==> config.mk <==
export PLATFORM = sky130hd
export DESIGN_NAME = pmb_bridge
export DESIGN_NICKNAME = d
export VERILOG_FILES = /design/src/verilog/pmb_pkg.sv /design/src/verilog/pmb_buf.sv /design/src/verilog/pmb_bridge.sv
export SDC_FILE = /design/constraint.sdc
export NUM_CORES = 1
export LEC_CHECK = 0
export BUFFER_PORTS_ARGS = -buffer_cell sky130_fd_sc_hd__buf_2
export CAP_MARGIN = 20
export CORE_MARGIN = 4
export CORE_UTILIZATION = 45
export DETAILED_ROUTE_END_ITERATION = 12
export MAX_ROUTING_LAYER = met4
export PLACE_DENSITY = 0.62
export SYNTH_ARGS = -nofsm -noshare
export SYNTH_HDL_FRONTEND = slang
export SYNTH_SLANG_ARGS = --single-unit
export TNS_END_PERCENT = 30
==> constraint.sdc <==
create_clock -name sys_clk -period 4.8 [get_ports sys_clk]
set_input_delay 0.96 -clock sys_clk [delete_from_list [all_inputs] [get_ports sys_clk]]
set_output_delay 0.96 -clock sys_clk [all_outputs]
set_load 0.01 [all_outputs]
==> src/verilog/pmb_pkg.sv <==
// Purpose: Shared constants and types for the packet to transaction bridge.
// Assumes: 8-bit stream symbols, 32-bit word-wide memory-mapped master.
// Notes:   Header fields arrive most significant byte first.
package pmb_pkg;

  // ****************************************************************
  // Widths
  // ****************************************************************
  localparam int BYTE_W  = 8;
  localparam int WORD_W  = 32;
  localparam int BE_W    = 4;
  localparam int SIZE_W  = 16;
  localparam int CNT_W   = 24;
  localparam int RESP_W  = BYTE_W + 2;
  localparam int BUF_DEPTH = 2;

  // ****************************************************************
  // Command codes
  // ****************************************************************
  localparam logic [7:0] CODE_WR_FIX = 8'h00;
  localparam logic [7:0] CODE_WR_INC = 8'h04;
  localparam logic [7:0] CODE_RD_FIX = 8'h10;
  localparam logic [7:0] CODE_RD_INC = 8'h14;
  localparam logic [7:0] CODE_IDLE   = 8'h7f;
  localparam logic [7:0] CODE_FLIP   = 8'h80;
  localparam logic [7:0] RSVD_BYTE   = 8'h00;

  // ****************************************************************
  // Header byte positions
  // ****************************************************************
  localparam logic [3:0] IDX_CODE     = 4'h0;
  localparam logic [3:0] IDX_SIZE_HI  = 4'h2;
  localparam logic [3:0] IDX_SIZE_LO  = 4'h3;
  localparam logic [3:0] IDX_ADDR_HI  = 4'h4;
  localparam logic [3:0] IDX_ADDR_LO  = 4'h7;
  localparam logic [3:0] HDR_LEN      = 4'h8;
  localparam logic [3:0] IDX_ONE      = 4'h1;

  // ****************************************************************
  // Word and response layout
  // ****************************************************************
  localparam logic [2:0]  WORD_BYTES = 3'h4;
  localparam logic [2:0]  LANE_LAST  = 3'h3;
  localparam logic [2:0]  LANE_ONE   = 3'h1;
  localparam logic [2:0]  RESP_CNT_HI = 3'h2;
  localparam logic [2:0]  RESP_CNT_MD = 3'h3;
  localparam logic [2:0]  RESP_LAST  = 3'h4;
  localparam logic [31:0] ADDR_STEP  = 32'h0000_0004;
  localparam logic [4:0]  BE_ONE     = 5'h01;

  typedef enum logic [2:0] {
    S_HDR,
    S_WR,
    S_RD,
    S_RDOUT,
    S_RESP
  } pmb_state_t;

endpackage : pmb_pkg

==> src/verilog/pmb_buf.sv <==
// Purpose: Two-entry buffer between response generator and stream source.
// Assumes: Single clock, asynchronous active-low reset.
// Notes:   Head entry drives the outputs directly from flip-flops.
`timescale 1ns/1ps
module pmb_buf
  import pmb_pkg::*;
#(
  parameter int WIDTH = pmb_pkg::RESP_W
)(
  input  wire logic             sys_clk,
  input  wire logic             reset_n,
  input  wire logic             in_valid,
  output logic                  in_ready,
  input  wire logic [WIDTH-1:0] in_data,
  output logic                  out_valid,
  input  wire logic             out_ready,
  output logic [WIDTH-1:0]      out_data
);

  logic [WIDTH-1:0]     ent_q [BUF_DEPTH];
  logic [BUF_DEPTH-1:0] v_q;
  logic                 pop;
  logic                 push;
  logic                 wr_idx;

  // Full only when the tail entry is taken
  assign in_ready  = !v_q[BUF_DEPTH-1];
  assign pop       = v_q[0] && out_ready;
  assign push      = in_valid && in_ready;
  assign wr_idx    = pop ? v_q[1] : v_q[0];
  assign out_valid = v_q[0];
  assign out_data  = ent_q[0];

  always_ff @(posedge sys_clk or negedge reset_n)
  begin
    if (!reset_n)
    begin
      v_q <= '0;
      for (int i = 0; i < BUF_DEPTH; i++)
      begin
        ent_q[i] <= '0;
      end
    end
    else
    begin
      if (pop)
      begin
        v_q      <= {1'b0, v_q[1]};
        ent_q[0] <= ent_q[1];
      end
      if (push)
      begin
        v_q[wr_idx]   <= 1'b1;
        ent_q[wr_idx] <= in_data;
      end
    end
  end

endmodule : pmb_buf

==> src/verilog/pmb_bridge.sv <==
// Purpose: Turns byte command packets into single-word master transactions.
// Assumes: Upstream source and slaves share sys_clk; read data valid in the cycle wait request drops.
// Notes:   One command at a time; responses leave through a two-entry buffer.
`timescale 1ns/1ps

module pmb_bridge
  import pmb_pkg::*;
(
  input  wire logic                        sys_clk,
  input  wire logic                        reset_n,
  input  wire logic                        snk_valid,
  output logic                             snk_ready,
  input  wire logic [pmb_pkg::BYTE_W-1:0]  snk_data,
  input  wire logic                        snk_packet_start_marker,
  input  wire logic                        snk_packet_end_marker,
  output logic                             src_valid,
  input  wire logic                        src_ready,
  output logic [pmb_pkg::BYTE_W-1:0]       src_data,
  output logic                             src_packet_start_marker,
  output logic                             src_packet_end_marker,
  output logic [pmb_pkg::WORD_W-1:0]       mm_address,
  output logic                             mm_write,
  output logic                             mm_read,
  output logic [pmb_pkg::WORD_W-1:0]       mm_writedata,
  output logic [pmb_pkg::BE_W-1:0]         mm_byteenable,
  input  wire logic [pmb_pkg::WORD_W-1:0]  mm_readdata,
  input  wire logic                        mm_waitrequest
);

  // ****************************************************************
  // State
  // ****************************************************************
  pmb_state_t         state_q, state_d;
  logic [3:0]         idx_q, idx_d;
  logic [7:0]         code_q, code_d;
  logic [SIZE_W-1:0]  size_q, size_d;
  logic [WORD_W-1:0]  addr_q, addr_d;
  logic [WORD_W-1:0]  wdata_q, wdata_d;
  logic [BE_W-1:0]    be_q, be_d;
  logic [2:0]         fill_q, fill_d;
  logic               last_q, last_d;
  logic [CNT_W-1:0]   cnt_q, cnt_d;
  logic [SIZE_W-1:0]  rem_q, rem_d;
  logic [2:0]         take_q, take_d;
  logic [2:0]         lane_q, lane_d;
  logic               first_q, first_d;
  logic [WORD_W-1:0]  rdata_q, rdata_d;
  logic               ready_q, write_q, read_q;

  // ****************************************************************
  // Decode
  // ****************************************************************
  logic              acc, is_wr, is_rd, is_inc, payload, rd_go;
  logic              wr_done, rd_done, push_ok, push_valid, buf_in_ready;
  logic [3:0]        eff_idx;
  logic [2:0]        take_now;
  logic [BYTE_W-1:0] rd_byte, resp_byte, push_data;
  logic              push_sop, push_eop;
  logic [RESP_W-1:0] buf_out;

  assign acc     = snk_valid && ready_q;
  assign is_wr   = (code_q == CODE_WR_FIX) || (code_q == CODE_WR_INC);
  assign is_rd   = (code_q == CODE_RD_FIX) || (code_q == CODE_RD_INC);
  assign is_inc  = (code_q == CODE_WR_INC) || (code_q == CODE_RD_INC);
  assign eff_idx = snk_packet_start_marker ? IDX_CODE : idx_q;
  assign payload = (eff_idx == HDR_LEN) && is_wr;
  assign rd_go   = is_rd && (eff_idx >= IDX_ADDR_LO) && (size_q != '0);
  assign wr_done = write_q && !mm_waitrequest;
  assign rd_done = read_q && !mm_waitrequest;
  assign take_now = (rem_q >= SIZE_W'(WORD_BYTES)) ? WORD_BYTES : rem_q[2:0];

  // ****************************************************************
  // Response byte selection
  // ****************************************************************
  // lane zero goes out first
  assign rd_byte   = rdata_q[BYTE_W*lane_q[1:0] +: BYTE_W];
  assign resp_byte = (lane_q == '0)          ? (code_q ^ CODE_FLIP) :
                     (lane_q == RESP_CNT_HI) ? cnt_q[23:16] :
                     (lane_q == RESP_CNT_MD) ? cnt_q[15:8] :
                     (lane_q == RESP_LAST)   ? cnt_q[7:0] : RSVD_BYTE;
  assign push_valid = (state_q == S_RDOUT) || (state_q == S_RESP);
  assign push_data  = (state_q == S_RDOUT) ? rd_byte : resp_byte;
  assign push_sop   = (state_q == S_RDOUT) ? first_q : (lane_q == '0);
  assign push_eop   = (state_q == S_RDOUT) ? ((lane_q == take_q - LANE_ONE) && (rem_q == '0))
                                           : (lane_q == RESP_LAST);
  assign push_ok    = push_valid && buf_in_ready;

  // ****************************************************************
  // Next state
  // ****************************************************************
  always_comb
  begin
    state_d = state_q;
    idx_d   = idx_q;
    code_d  = code_q;
    size_d  = size_q;
    addr_d  = addr_q;
    wdata_d = wdata_q;
    be_d    = be_q;
    fill_d  = fill_q;
    last_d  = last_q;
    cnt_d   = cnt_q;
    rem_d   = rem_q;
    take_d  = take_q;
    lane_d  = lane_q;
    first_d = first_q;
    rdata_d = rdata_q;
    unique case (state_q)
      S_HDR:
      begin
        if (acc)
        begin
          idx_d = (eff_idx == HDR_LEN) ? HDR_LEN : eff_idx + IDX_ONE;
          if (eff_idx == IDX_CODE)
          begin
            code_d = snk_data;
            cnt_d  = '0;
            fill_d = '0;
          end
          if ((eff_idx == IDX_SIZE_HI) || (eff_idx == IDX_SIZE_LO))
            size_d = {size_q[7:0], snk_data};
          if ((eff_idx >= IDX_ADDR_HI) && (eff_idx <= IDX_ADDR_LO))
            addr_d = {addr_q[23:0], snk_data};
          if (snk_packet_end_marker)
            idx_d = IDX_CODE;
          if (payload)
          begin
            wdata_d[BYTE_W*fill_q[1:0] +: BYTE_W] = snk_data;
            fill_d = fill_q + LANE_ONE;
            // end marker flushes a partial word
            if ((fill_q == LANE_LAST) || snk_packet_end_marker)
            begin
              state_d = S_WR;
              be_d    = BE_W'((BE_ONE << (fill_q + LANE_ONE)) - BE_ONE);
              last_d  = snk_packet_end_marker;
            end
          end
          else if (snk_packet_end_marker)
          begin
            lane_d = '0;
            if (rd_go)
            begin
              state_d = S_RD;
              rem_d   = size_q;
              first_d = 1'b1;
            end
            else
            begin
              state_d = S_RESP;
            end
          end
        end
      end
      S_WR:
      begin
        if (wr_done)
        begin
          cnt_d  = cnt_q + CNT_W'(fill_q);
          fill_d = '0;
          lane_d = '0;
          if (code_q == CODE_WR_INC)
            addr_d = addr_q + ADDR_STEP;
          state_d = last_q ? S_RESP : S_HDR;
        end
      end
      S_RD:
      begin
        if (rd_done)
        begin
          rdata_d = mm_readdata;
          take_d  = take_now;
          rem_d   = rem_q - SIZE_W'(take_now);
          lane_d  = '0;
          state_d = S_RDOUT;
        end
      end
      S_RDOUT:
      begin
        if (push_ok)
        begin
          lane_d  = lane_q + LANE_ONE;
          first_d = 1'b0;
          if (lane_q == take_q - LANE_ONE)
          begin
            if (is_inc)
              addr_d = addr_q + ADDR_STEP;
            state_d = (rem_q == '0) ? S_HDR : S_RD;
          end
        end
      end
      S_RESP:
      begin
        if (push_ok)
        begin
          lane_d = lane_q + LANE_ONE;
          if (lane_q == RESP_LAST)
            state_d = S_HDR;
        end
      end
    endcase
  end

  // ****************************************************************
  // Registers
  // ****************************************************************
  always_ff @(posedge sys_clk or negedge reset_n)
  begin
    if (!reset_n)
    begin
      state_q <= S_HDR;
      idx_q   <= '0;
      code_q  <= CODE_IDLE;
      size_q  <= '0;
      addr_q  <= '0;
      wdata_q <= '0;
      be_q    <= '0;
      fill_q  <= '0;
      last_q  <= 1'b0;
      cnt_q   <= '0;
      rem_q   <= '0;
      take_q  <= '0;
      lane_q  <= '0;
      first_q <= 1'b0;
      rdata_q <= '0;
    end
    else
    begin
      state_q <= state_d;
      idx_q   <= idx_d;
      code_q  <= code_d;
      size_q  <= size_d;
      addr_q  <= addr_d;
      wdata_q <= wdata_d;
      be_q    <= be_d;
      fill_q  <= fill_d;
      last_q  <= last_d;
      cnt_q   <= cnt_d;
      rem_q   <= rem_d;
      take_q  <= take_d;
      lane_q  <= lane_d;
      first_q <= first_d;
      rdata_q <= rdata_d;
    end
  end

  // Strobes registered so every output leaves a flip-flop
  always_ff @(posedge sys_clk or negedge reset_n)
  begin
    if (!reset_n)
    begin
      ready_q <= 1'b1;
      write_q <= 1'b0;
      read_q  <= 1'b0;
    end
    else
    begin
      ready_q <= (state_d == S_HDR);
      // one single-word write at a time
      write_q <= (state_d == S_WR);
      // read starts only with buffer room
      read_q  <= (state_d == S_RD) && (read_q || ((state_q == S_RD) && buf_in_ready));
    end
  end

  // ****************************************************************
  // Response buffer
  // ****************************************************************
  pmb_buf #(
    .WIDTH (RESP_W)
  ) u_buf (
    .sys_clk   (sys_clk),
    .reset_n   (reset_n),
    .in_valid  (push_valid),
    .in_ready  (buf_in_ready),
    .in_data   ({push_sop, push_eop, push_data}),
    .out_valid (src_valid),
    .out_ready (src_ready),
    .out_data  (buf_out)
  );

  // byte symbols with framing; no error port exists
  assign src_packet_start_marker = buf_out[BYTE_W+1];
  assign src_packet_end_marker   = buf_out[BYTE_W];
  assign src_data                = buf_out[BYTE_W-1:0];
  assign snk_ready               = ready_q;
  assign mm_write                = write_q;
  assign mm_read                 = read_q;
  assign mm_address              = addr_q;
  assign mm_writedata            = wdata_q;
  assign mm_byteenable           = be_q;
endmodule : pmb_bridge

* Word level (Yosys, flattened, before mapping)
Cells that the tools add are included.
** Storage, ports and cells
- Flip-flop bits (word level) :: 207
- Output and inout bits :: 82
** Operators by class
- $lt $le $gt $ge :: 8
- Equality and inequality tests :: 31
- Shifts and indexed selects :: 4
- Add/sub/neg operators :: 9
- Muxes and demuxes :: 71
- Reductions and logical operators :: 47
- Bitwise logic cells :: 3
** Operators by type and width (number)
- $mux W32 :: 7
- $pmux W32 S3 :: 1
- $mux W16 :: 5
- $mux W24 :: 3
- $mux W3 :: 22
- $pmux W24 S2 :: 1
- $mux W8 :: 5
- $neg A5 Y34 :: 1
- $shift A8 B34 Y32 const A :: 1
- $shiftx A8 B34 Y32 :: 1
- $add A32 B3 Y32 const B :: 1
- $bwmux W32 :: 1
- $pmux W16 S2 :: 1
- $shiftx A32 B6 Y8 :: 1
- $add A24 B3 Y24 :: 1
- $ne A2 B2 Y1 const B :: 11
- $bwmux W20 :: 1
- $mux W10 :: 2
- $mux W20 :: 1
- $eq A3 B2 Y1 const B :: 6
- $reduce_and A6 Y1 :: 3
- $eq A8 B5 Y1 const B :: 2
- $ge A16 B3 Y1 const B :: 1
- $logic_not A16 Y1 :: 1
- 46 further kinds :: 93

* Longest topological paths before layout
Gate-level depths: netlist of run 1.
- Depth in word-level cells :: 11
- Mapped depth :: 12

* Modules after synthesis
Synthesis of run 1 repeated with hierarchy kept, for this count alone.
** Unflattened totals
- Cells, all modules :: 1101
- Area total of the unflattened synthesis :: 10841.6 um^2
** Modules (own cells, without submodules)
- pmb_bridge :: times used 1, area each 9811.9 um^2, cells an instance 1027
- pmb_buf :: times used 1, area each 1029.7 um^2, cells an instance 74

* Worst setup path before layout of run 1
No wires, ideal clock.
- Path type :: input to register
- Start :: in snk_packet_start_marker
- End :: reg read_q (netlist: mm_read)
- Stages on the path :: 11
- Arrival :: 2.948 ns
- Buffers on the path :: 2
- Data required time :: 4.720 ns
- Slack :: 1.772 ns
- Path through :: clkbuf_1 nor2b_1 inv_1 ha_1 nand4bb_1 or4_4 buf_6 nand2b_4 a31o_4 nand2b_4 nor3b_2
** Between the ends
- Cells in the longest elaborated chain, start to end :: 11
** Ends and longest elaborated chain
- from (decl) :: RTL line pmb_bridge.sv:14 : input wire logic snk_packet_start_marker,
- $mux W4 * :: RTL line pmb_bridge.sv:65 : assign eff_idx = snk_packet_start_marker ? IDX_CODE : idx_q;
- $ge A4 B3 Y1 :: RTL line pmb_bridge.sv:67 : assign rd_go = is_rd && (eff_idx >= IDX_ADDR_LO) && (size_q != '0);
- $logic_and A1 B1 Y1 (2 in a row) :: RTL line pmb_bridge.sv:67
- $mux W3 :: RTL line pmb_bridge.sv:141 : if (rd_go)
- $mux W3 :: RTL line pmb_bridge.sv:138 : else if (snk_packet_end_marker)
- $mux W3 * :: RTL line pmb_bridge.sv:126 : if (payload)
- $mux W3 * :: RTL line pmb_bridge.sv:111 : if (acc)
- $pmux W3 S5 * :: RTL line pmb_bridge.sv:108 : unique case (state_q)
- via state_d[2] :: RTL line pmb_bridge.sv:33 : pmb_state_t state_q, state_d;
- $eq A3 B2 Y1 * :: RTL line pmb_bridge.sv:261 : read_q <= (state_d == S_RD) && (read_q || ((state_q == S_RD) && buf_in_ready));
- $logic_and A1 B1 Y1 * :: RTL line pmb_bridge.sv:261
- to (signal assigned) :: RTL line pmb_bridge.sv:261
- to (decl) :: RTL line pmb_bridge.sv:48 : logic ready_q, write_q, read_q;
The timed path passes the listed nets; every way through them passes the cells marked *.
A chain may end at the register's enable or synchronous reset.

* Final worst setup path of run 1
- Start :: reg lane_q[2]
- End :: reg addr_q[2] (netlist: mm_address[2])
** Between the ends
- Cells in the longest elaborated chain, start to end :: 3
** Ends and longest elaborated chain
- from (decl) :: RTL line pmb_bridge.sv:45 : logic [2:0] lane_q, lane_d;
- from (signal assigned) :: RTL line pmb_bridge.sv:240 : lane_q <= lane_d;
- $eq A3 B3 Y1 :: RTL line pmb_bridge.sv:183 : if (lane_q == take_q - LANE_ONE)
- $ne A2 B1 Y1 (no line)
- $reduce_and A8 Y1 (no line)
- to (signal assigned) :: RTL line pmb_bridge.sv:232 : addr_q <= addr_d;
- to (decl) :: RTL line pmb_bridge.sv:37 : logic [WORD_W-1:0] addr_q, addr_d;
Every way passes these cells.

==> metrics.md, run 1 <==
| Metric | Value |
|---|---|
| Clock skew | 0.0153 ns |
| Synth Area per Inst | 8.90 µm² |
| Worst hold start | rdata_q[24] |
| First-pass GRT wire length | around 46000 µm |
| Initial core utilization | 0.461 |
| Top Ports | 129 |
| Hold/Removal Path Class | reg2reg |
| GRT Total Usage | 0.217 |
| Worst hold slack | between 0.4 and 0.5 ns |
| Req. time, crit path | 5.18 ns |
| Port Buf Inserts | 128 |
| Fmax | 0.344 GHz |
| Antenna Violating Nets Remaining | 0 |
| Count of final setup violators | 0 |
| Clk slew on worst S/H paths | 0.06 ns |
| Max-Cap Viols | 0 |
| Die area | 26700 µm² |
| Syn nets | 1291 |
| DR vias/cell | 5.57 |
| PwrDens | 468 nW/µm² |
| Status | finished clean |
| CTS Buf Count | 23 |
| Critical path type | reg2reg |
| EDFF count, synth | 0 |
| Clock Latency Late Sink | 0.51 ns |
| Final layout net count | 1384 |
| Startpoint Class | flop |
| Ys flop type | dfrtp_1 |
| Worst slack, placed | roughly 1.7 ns |
| H-tree depth | 1 |
| Measured slew at the worst slew-check pin | between 0.9 and 1 ns |
| Initial antenna violation count | 2 |
| Fill cells | approximately 2.2k |
| Register area share after synthesis | 0.477 |
| Routed WL | 28400 µm |
| Tmin final | 2.91 ns |
| Fin crit share | 0.606 |
| Share of layout cells above drive strength 1 | 0.181 |
| Max VDD drop | 0.256 mV |
| Cells after Synth | 1222 |
| RSZ-0062 raised after global routing | no |
| Final HPWL DP | slightly below 20000 µm |
| Clock sinks | 207 |
| Core Util, Final | 0.528 |
| Synth cell types | 73 |
| Mapped Area | 10900 µm² |
| Final Max Slew Viols | 0 |
| Area growth syn-to-layout | 14.7% |
| Async set or reset register ratio after synthesis | 1.00 |
| Crit path DAT | roughly 3.3 ns |
| Final GP Congestion | 0.912 |
| Vias in the first global route | 8630 |
| Worst R2R Start | lane_q[2] |
| Setup crit end kind | flop |
| DR WL/cell | 17.2 µm |
| DP Area | 11700 µm² |
| Clock root buffer | clkbuf_16 |
| Setup bufs post-CTS | 0 |
| CTS tree | done |
| Design area | about 12000 µm² |
| DRT iter0 DRCs | 808 |
| Hold_buf cts | 0 |
| Clock Path Buffers | 3 |
| Yosys warnings | 0 |
| DRC Markers | 0 |
| Crit Path Max Fanout | 59 |
| Post-synthesis register bit count | a little over 200 |
| Overflow after GRT | 0 |
| Row count | 56 |
| Setup ws final | 1.89 ns |
| Leak Pwr | 5.75 nW |
| CORE AREA | 23600 µm² |
| Routed vias | roughly 9.2k |
| Die width | 164 µm |
| Headroom to the max-slew limit | 0.363 |
| Largest net degree at the start of global routing | 105 |
| Detailed Routing Iterations Pass 1 | 5 |
| Crit path from | lane_q[2] |
| Final Hold Fails | 0 |
| PostCTS Resize Cnt | 0 |
| Setup TNS | 0 ns |
| Die Height | about 160 µm |
[Yosys cell counts, types with 9 or more instances]
cell type / number / area, µm²
o21ai_0: 71 / 355
nor2_1: 71 / 267
nand2_1: 293 / 1100
nand2b_1: 9 / 56.3
a31oi_1: 14 / 87.6
o22ai_1: 21 / 131
nand4_1: 12 / 75.1
xor2_1: 13 / 114
buf_1: 9 / 33.8
buf_2: 14 / 70.1
o21ai_1: 42 / 210
a21oi_1: 100 / 500
nor4_1: 11 / 68.8
clkbuf_1: 41 / 154
mux2_2: 21 / 236
xnor2_1: 14 / 123
dfrtp_1: 199 / 4980
nor2b_1: 9 / 56.3
or3_1: 11 / 68.8
nor3_1: 22 / 110
inv_1: 29 / 109
nand3_1: 26 / 130
and3_1: 13 / 81.3
ha_1: 21 / 263
[cell families after synthesis]
family / after synthesis / synth area share
adder cells (fa/ha/maj): 22 / 0.0260
other: 1 / 0.000345
AO/OA/AOI/OAI: 299 / 0.163
buffers and inverters: 102 / 0.0402
AND/OR/NAND/NOR: 524 / 0.222
flip-flops: 207 / 0.477
XOR/XNOR: 28 / 0.0239
multiplexers: 39 / 0.0478
[placed cells by master (no fill, tap or decap), drive strengths merged, types with 3 or more instances in the layout]
| master | n |
|---|---|
| nand2 | 297 |
| dfrtp | 199 |
| buf | 140 |
| o21ai | 113 |
| a21oi | 100 |
| nor2 | 72 |
| clkbuf | 37 |
| inv | 29 |
| nand3 | 26 |
| nor3 | 24 |
| mux2 | 24 |
| o22ai | 21 |
| ha | 21 |
| a31oi | 14 |
| xnor2 | 14 |
| and3 | 13 |
| xor2 | 13 |
| nand4 | 12 |
| nor4 | 11 |
| or3 | 11 |
| nand2b | 11 |
| nor2b | 9 |
| mux4 | 8 |
| dfstp | 8 |
| or2 | 8 |
| mux2i | 7 |
| a221o | 7 |
| a211oi | 7 |
| nor3b | 7 |
| or4 | 7 |
| o32ai | 6 |
| a22o | 4 |
| a21o | 4 |
| o22a | 4 |
| and2 | 4 |
| diode | 3 |
| and3b | 3 |
| o211ai | 3 |
| o21a | 3 |
| nand3b | 3 |
[metal layers]
metal | GRT usage | vias to the layer above | part of all wire | wire length (µm)
met1 | 0.326 | 4399 | 0.48 | 13500
met2 | 0.308 | 314 | 0.43 | 12200
met5 | - | - | 0 | 0
li1 | - | 4452 | - | -
met4 | 0.0469 | 0 | 0.019 | 530
met3 | 0.0381 | 43 | 0.076 | 2150
[registers in the layout, indices dropped and copies added (netlist names), 8 cells and up]
name            count
mm_address         32
mm_writedata       32
rdata_q            32
cnt_q              24
rem_q              16
size_q             16
u_buf.ent_q        10
u_buf.out_data     10
code_q              8
[path summary, 6_finish.rpt]
kind                                    to  slack, ns  cells past startpoint
setup / recovery             mm_address[2]       1.89                      7
hold / removal                 rdata_q[24]       0.47                      2
setup reg to reg             mm_address[2]       1.89                      7
hold reg to reg                rdata_q[24]       0.47                      2
max in group asynchronous    mm_address[9]       3.23                      2
min in group asynchronous  mm_writedata[8]       0.57                      1
[critical path, stage by stage, from the launching register on]
cell and delay (ns):
dfrtp_1 0.66, xor3_1 0.50, nor3_1 0.42, o21ai_1 0.22, nor3_2 0.19, buf_4 0.49, mux2i_1 0.24, nand2_1 0.06
[power breakdown]
part	leakage [nW]	internal, mW	total (mW)	switching (mW)
Clock	0.371	1.08	1.77	0.686
Combinational	2.67	0.667	1.56	0.892
Sequential	2.72	2.07	2.52	0.446
Total	5.75	3.82	5.84	2.02
[final cells by class]
type | instances | area [µm²] | area share
flip-flops and latches | 207 | 5190 | 0.416
diodes | 3 | 7.51 | 0.000602
repair buffers | 141 | 751 | 0.0602
well taps | 319 | 399 | 0.0320
multi-input cells | 913 | 5270 | 0.422
inverters | 29 | 109 | 0.00872
clock buffers | 36 | 684 | 0.0549
clock inverters | 4 | 70.1 | 0.00562
[through the flow]
stage          instances  power (mW)
2_1_floorplan       1222        3.52
3_3_place_gp        1608        4.07
3_5_place_dp        1609        4.10
4_1_cts             1649        5.89
5_1_grt             1651        6.22
6_report            1652        5.84
(Power assumes the default switching activity.)
==> run 2: changes to the inputs <==
==> constraint.sdc (replaced) <==
create_clock -name sys_clk -period 2.8 [get_ports sys_clk]
set_input_delay 0.56 -clock sys_clk [delete_from_list [all_inputs] [get_ports sys_clk]]
set_output_delay 0.56 -clock sys_clk [all_outputs]
set_load 0.01 [all_outputs]
==> metrics.md, run 2 (synthesized netlist as in run 1, its figures left out) <==
| Metric | Value |
|---|---|
| DR vias/cell | 5.56 (-0.24%) |
| Commonest non-fill, non-tap cell in the layout | nand2_1 |
| Fmax | 0.412 GHz (+20%) |
| Max-Cap Viols | 0 (unchanged) |
| Max VDD drop | 0.616 mV (+140%) |
| CP max-delay cell | dfrtp_1 |
| Die area | 26700 µm² (unchanged) |
| Crit Path Max Fanout | 59 (unchanged) |
| DR WL/cell | 17.2 µm (about the same) |
| Worst path cell trace | or3_1, nor2_1, a21oi_1, nor3_2, buf_12, mux2i_1, nand2_1 |
| Antenna Violating Nets Remaining | 0 (unchanged) |
| Clock root buffer | clkbuf_16 |
| Clock Latency Late Sink | 0.51 ns (about the same) |
| CORE AREA | 23600 µm² (unchanged) |
| GRT Total Usage | 0.221 (+0.00481) |
| Initial antenna violation count | 1 (-1) |
| Setup TNS | 0 ns (unchanged) |
| Worst Setup EP | mm_address[2] |
| Final Max Slew Viols | 0 (unchanged) |
| Vias in the first global route | 8791 (+1.9%) |
| Largest net degree at the start of global routing | 72 (-31%) |
| Hold_buf cts | 0 (unchanged) |
| Status | finished clean |
| Worst reg-to-reg setup slack | 0.37 ns (-1.52 ns) |
| Clk slew on worst S/H paths | 0.06 ns (about the same) |
| Final Hold Fails | 0 (unchanged) |
| H-tree depth | 1 (unchanged) |
| PwrDens | 823 nW/µm² (+76%) |
| Placed cell count | 1627 (+1.1%) |
| Critical path type | reg2reg |
| DP Area | 11900 µm² (+1.4%) |
| Fill cells | 2169 (-2.5%) |
| Clock Path Buffers | 3 (unchanged) |
| Headroom to the max-slew limit | 0.542 (+0.179) |
| Count of final setup violators | 0 (unchanged) |
| Crit-path max cell delay | 0.56 ns (-0.10 ns) |
| Final HPWL DP | 20000 µm (+2.0%) |
| Top Ports | 129 (unchanged) |
| Worst R2R Start | state_q[2] |
| First-pass GRT wire length | 47100 µm (+1.5%) |
| Design area | 12700 µm² (+2.1%) |
| Most frequent cells in the layout | nand2_1, dfrtp_1, buf_2, a21oi_1 |
| Final layout net count | 1403 (+1.4%) |
| Setup bufs post-CTS | 0 (unchanged) |
| Cell family with most CP delay | simple AND/OR/NAND/NOR gates |
| Routed WL | 28700 µm (+1.1%) |
| Detailed Routing Iterations Pass 1 | 7 (+2) |
| Area growth syn-to-layout | 17.1% |
| Fin crit share | 0.868 (+0.262) |
| Overflow after GRT | 0 (unchanged) |
| Die Height | 164 µm (unchanged) |
| DRT iter0 DRCs | 759 (-6.1%) |
| Clock skew | 0.00753 ns (-0.00781 ns) |
| Reg-to-reg critical path endpoint | mm_address[2] |
| Hold/Removal Path Class | in2async |
| Finished Layout Cells | 1672 (+1.2%) |
| Tmin final | 2.43 ns (-0.480 ns) |
| CTS Buf Count | 24 (+4.3%) |
| Crit path from | state_q[2] |
| Buffers and inverters on the worst path | 1 (unchanged) |
| Share of layout cells above drive strength 1 | 0.197 (+0.0163) |
| Initial core utilization | 0.461 (unchanged) |
| Row count | 56 (unchanged) |
| DRC Markers | 0 (unchanged) |
| Leak Pwr | 5.89 nW (+2.4%) |
| Measured slew at the worst slew-check pin | 0.687 ns (-0.266 ns) |
| Routed vias | 9297 (+0.97%) |
| Clock sinks | 207 (unchanged) |
| Reg2Reg Depth | 7 (unchanged) |
| Startpoint Class | flop |
| Port Buf Inserts | 128 (unchanged) |
| Req. time, crit path | 3.20 ns (-1.98 ns) |
| Die width | 164 µm (unchanged) |
| Stages on worst setup path | 7 (unchanged) |
| Final GP Congestion | 0.877 (-3.9%) |
| CTS tree | done |
| PostCTS Resize Cnt | 0 (unchanged) |
| RSZ-0062 raised after global routing | no |
| Crit path DAT | 2.83 ns (-0.46 ns) |
| Setup crit end kind | flop |
## run 2: how the worst min path moves through the flow
| stage | to | slack [ns] | start | depth (start not counted) |
|---|---|---|---|---|
| 2_1_floorplan | cnt_q[0] | 0.26 | reset_n | 0 |
| 3_3_place_gp | rdata_q[1] | 0.46 | rdata_q[1] | 2 |
| 3_5_place_dp | rdata_q[14] | 0.46 | rdata_q[14] | 2 |
| 4_1_cts | mm_writedata[8] | 0.08 | reset_n | 1 |
| 5_1_grt | mm_writedata[11] | 0.09 | reset_n | 1 |
| 6_report | mm_byteenable[2] | 0.06 | reset_n | 1 |
## run 2: cell type report
class,instances,area [µm²],area share
Clock buffer,28,637,0.0500
Inverter,29,109,0.00854
Clock inverter,16,219,0.0172
Sequential cell,207,5190,0.407
Multi-Input combinational cell,913,5270,0.413
Antenna cell,1,2.50,0.000196
Tap cell,319,399,0.0313
Timing Repair Buffer,159,920,0.0722
## run 2: report_power, final
part           switching [mW]  internal, mW
Clock                    1.29          2.10
Combinational            1.65          1.23
Sequential              0.659          3.56
## run 2: per-stage QoR
stage | setup slack (ns) | total power, mW | util | hold slack (ns)
final | 0.370 | 10.5 | 0.540 | 0.0600
after global routing | 0.223 | 11.1 | 0.540 | 0.0880
after CTS | 0.385 | 10.5 | 0.540 | 0.0771
after detailed placement | 0.139 | 7.12 | 0.503 | 0.462
after global placement | 0.199 | 7.09 | 0.503 | 0.456
after floorplan | 0.172 | 6.03 | - | 0.264
## run 2: per-layer routing
metal,vias to the layer above,part of all wire,track usage
met2,320,0.42,0.313
li1,4486,-,-
met4,0,0.020,0.0526
met5,-,0,-
met3,42,0.074,0.0389
met1,4449,0.49,0.333
## run 2: worst reg2reg max path, cell delays in order, from the launching register on
cell	delay [ns]
dfrtp_1	0.56
or3_1	0.49
nor2_1	0.31
a21oi_1	0.12
nor3_2	0.27
buf_12	0.28
mux2i_1	0.23
nand2_1	0.07
==> run 3: changes to the inputs <==
--- a/config.mk
+++ b/config.mk
@@ -14,5 +14,6 @@
 export PLACE_DENSITY = 0.62
 export SYNTH_ARGS = -nofsm -noshare
 export SYNTH_HDL_FRONTEND = slang
+export SYNTH_HIERARCHICAL = 1
 export SYNTH_SLANG_ARGS = --single-unit
 export TNS_END_PERCENT = 30
==> metrics.md, run 3 <==
| Metric | Value |
|---|---|
| RSZ-0062 raised after global routing | no |
| Met2 WL | 13200 µm (+11%) |
| Vias in the first global route | 8475 (-3.6%) |
| Routed wl met3 | 1410 µm (-34%) |
| Initial core utilization | 0.459 (-0.00170) |
| Leak Pwr | 6.14 nW (+4.3%) |
| Cells after Synth | 1101 (-9.9%) |
| Port Buf Inserts | 128 (unchanged) |
| PwrDens | 519 nW/µm² (-37%) |
| Syn nets | 1170 (-9.4%) |
| EDFF count, synth | 0 (unchanged) |
| Largest family of logic cells by synthesized area | simple AND/OR/NAND/NOR gates |
| Register area share after synthesis | 0.479 (+0.00176) |
| Final Max Slew Viols | 0 (unchanged) |
| Clock skew | 0.0103 ns (+0.00273 ns) |
| Clock Path Buffers | 3 (unchanged) |
| Yosys warnings | 6 (+6) |
| Post-Synth XOR/XNOR Area | 0.0247 (+0.000781) |
| Startpoint Class | flop |
| DR vias/cell | 5.54 (-0.41%) |
| Placed cell count | 1533 (-5.8%) |
| Mux contribution to synthesized area | 0.113 (+0.0652) |
| Crit path DAT | 3.00 ns (+0.17 ns) |
| Top Ports | 129 (unchanged) |
| Clock sinks | 207 (unchanged) |
| Final Hold Fails | 4 (+4) |
| CTS Buf Count | 24 (unchanged) |
| Finished Layout Cells | 1577 (-5.7%) |
| Leading area contributor after synthesis | dfrtp_1 |
| Overflow after GRT | 0 (unchanged) |
| Multi-input logic area | 5260 µm² (-0.21%) |
| Async set or reset register ratio after synthesis | 1.00 (unchanged) |
| Antenna Cells | 0 (-1) |
| Hold_buf cts | 0 (unchanged) |
| Post-Synth Adder-Cell Area | 0.0261 (+0.0000960) |
| Synth top area cells | dfrtp_1, mux2_2, nand2_1 |
| Met1 WL | 13100 µm (-6.6%) |
| Max-Cap Viols | 0 (unchanged) |
| Most frequent cells in the layout | dfrtp_1, nand2_1, buf_2, o21ai_0, mux2_2 |
| Req. time, crit path | 3.22 ns (+0.02 ns) |
| Synth Area per Inst | 9.85 µm² (+11%) |
| Post-synth top cells | dfrtp_1, nand2_1, o21ai_0 |
| Setup TNS | 0 ns (unchanged) |
| CORE AREA | 23600 µm² (unchanged) |
| Clk slew on worst S/H paths | 0.06 ns (about the same) |
| Die Height | 163 µm (-0.18%) |
| Commonest non-fill, non-tap cell in the layout | dfrtp_1 |
| Final GP Congestion | 0.864 (-1.5%) |
| Status | finished with violations |
| Setup crit end kind | flop |
| First-pass GRT wire length | 46400 µm (-1.5%) |
| Max VDD drop | 0.370 mV (-40%) |
| Fin crit share | 0.921 (+0.0530) |
| Antenna Violating Nets Remaining | 0 (unchanged) |
| Detailed Routing Iterations Pass 1 | 5 (-2) |
| Routed WL | 28200 µm (-1.6%) |
| Die area | 26600 µm² (-0.35%) |
| Register area | 5190 µm² (unchanged) |
| Fmax | 0.388 GHz (-5.8%) |
| Setup bufs post-CTS | 0 (unchanged) |
| Share of layout cells above drive strength 1 | 0.270 (+0.0728) |
| CTS tree | done |
| Clock Latency Late Sink | 0.52 ns (about the same) |
| DR WL/cell | 17.9 µm (+4.4%) |
| Critical path type | reg2reg |
| DRT iter0 DRCs | 659 (-13%) |
| Clock root buffer | clkbuf_16 |
| Routed vias | 8733 (-6.1%) |
| Violated checks | negative hold slack |
| Simple-Gate Fraction of Synth Area | 0.171 (-0.0513) |
| H-tree depth | 1 (unchanged) |
| Headroom to the max-slew limit | 0.305 (-0.237) |
| Mapped Area | 10800 µm² (-0.37%) |
| Complex-gate fraction of the synthesized area | 0.150 (-0.0130) |
| Count of final setup violators | 0 (unchanged) |
| Final layout net count | 1309 (-6.7%) |
| Tmin final | 2.58 ns (+0.148 ns) |
| Most frequent cell after synthesis | dfrtp_1 |
| Crit Path Max Fanout | 5 (-92%) |
| Area growth syn-to-layout | 19.2% |
| Row count | 56 (unchanged) |
| Worst hold slack | -0.0118 ns (-0.0719 ns) |
| Final HPWL DP | 20000 µm (about the same) |
| Die width | 163 µm (-0.18%) |
| GRT Total Usage | 0.219 (-0.00207) |
| Synth top area share | 0.459 (+0.00169) |
| Post-synthesis register bit count | 207 (unchanged) |
| Synth cell types | 70 (-4.1%) |
| Initial antenna violation count | 0 (-1) |
| Max layer used | met4 |
| Fill cells | 2140 (-1.3%) |
| DRC Markers | 0 (unchanged) |
| Hold/Removal Path Class | in2async |
| Measured slew at the worst slew-check pin | 1.03 ns (+0.347 ns) |
| Ys flop type | dfrtp_1 |
| Largest net degree at the start of global routing | 54 (-25%) |
| PostCTS Resize Cnt | 0 (unchanged) |
-- run 3: where the power goes --
group	internal [mW]	switching (mW)	total (mW)	leakage, nW
registers	2.99	0.0000000000000000773	2.99	2.80
clock network	2.29	1.28	3.57	0.447
logic	0.0419	0.102	0.144	2.90
-- run 3: path summary, 6_finish.rpt --
path                            slack [ns]        startpoint  cells after the start          endpoint
worst max-delay path                  0.22          rem_q[4]                      7          mm_write
worst min-delay path                 -0.01           reset_n                      1     mm_address[9]
worst max register to register        0.22          rem_q[4]                      7          mm_write
worst min register to register        0.48  mm_writedata[25]                      2  mm_writedata[25]
max in group asynchronous             2.05           reset_n                      2         snk_ready
min in group sys_clk                  0.27    mm_readdata[6]                      2        rdata_q[6]
-- run 3: layout make-up --
class / instances / share of cell area
multi-input combinational: 802 / 0.407
sequential: 207 / 0.402
timing repair buffer: 177 / 0.0826
clock buffer: 33 / 0.0538
tap: 319 / 0.0309
clock inverter: 11 / 0.0162
inverter: 28 / 0.00813
-- run 3: per-stage QoR --
stage          hold WS, ns  utilization  setup slack [ns]  power (mW)  instance area, µm²
3_3_place_gp         0.459        0.509            0.0618        3.19               12000
2_1_floorplan        0.264            -             0.301        3.06               10800
6_report           -0.0118        0.547             0.222        6.71               12900
5_1_grt             0.0240        0.547             0.110        6.92               12900
3_5_place_dp         0.466        0.509            0.0219        3.19               12000
4_1_cts            0.00685        0.547             0.195        6.78               12900
-- run 3: routing by layer --
| metal | vias to the layer above | GRT usage |
|---|---|---|
| met1 | 4249 | 0.313 |
| met3 | 44 | 0.0313 |
| li1 | 4250 | - |
| met4 | 0 | 0.0477 |
| met2 | 190 | 0.338 |
| met5 | - | - |
-- run 3: worst max-delay path: stages, from the launching register on --
cell	delay (ns)
dfrtp_1	0.43
or4_4	0.57
nor4_1	0.39
nand3_1	0.20
nor4b_1	0.40
buf_4	0.19
o211ai_1	0.11
nor3_1	0.19
-- run 3: kinds of logic after synthesis --
family	after synthesis
xor+xnor	29
fa+ha+maj	22
compound gates	267
buf+inv	92
simple gates	382
flops	207
other cells	1
mux	101
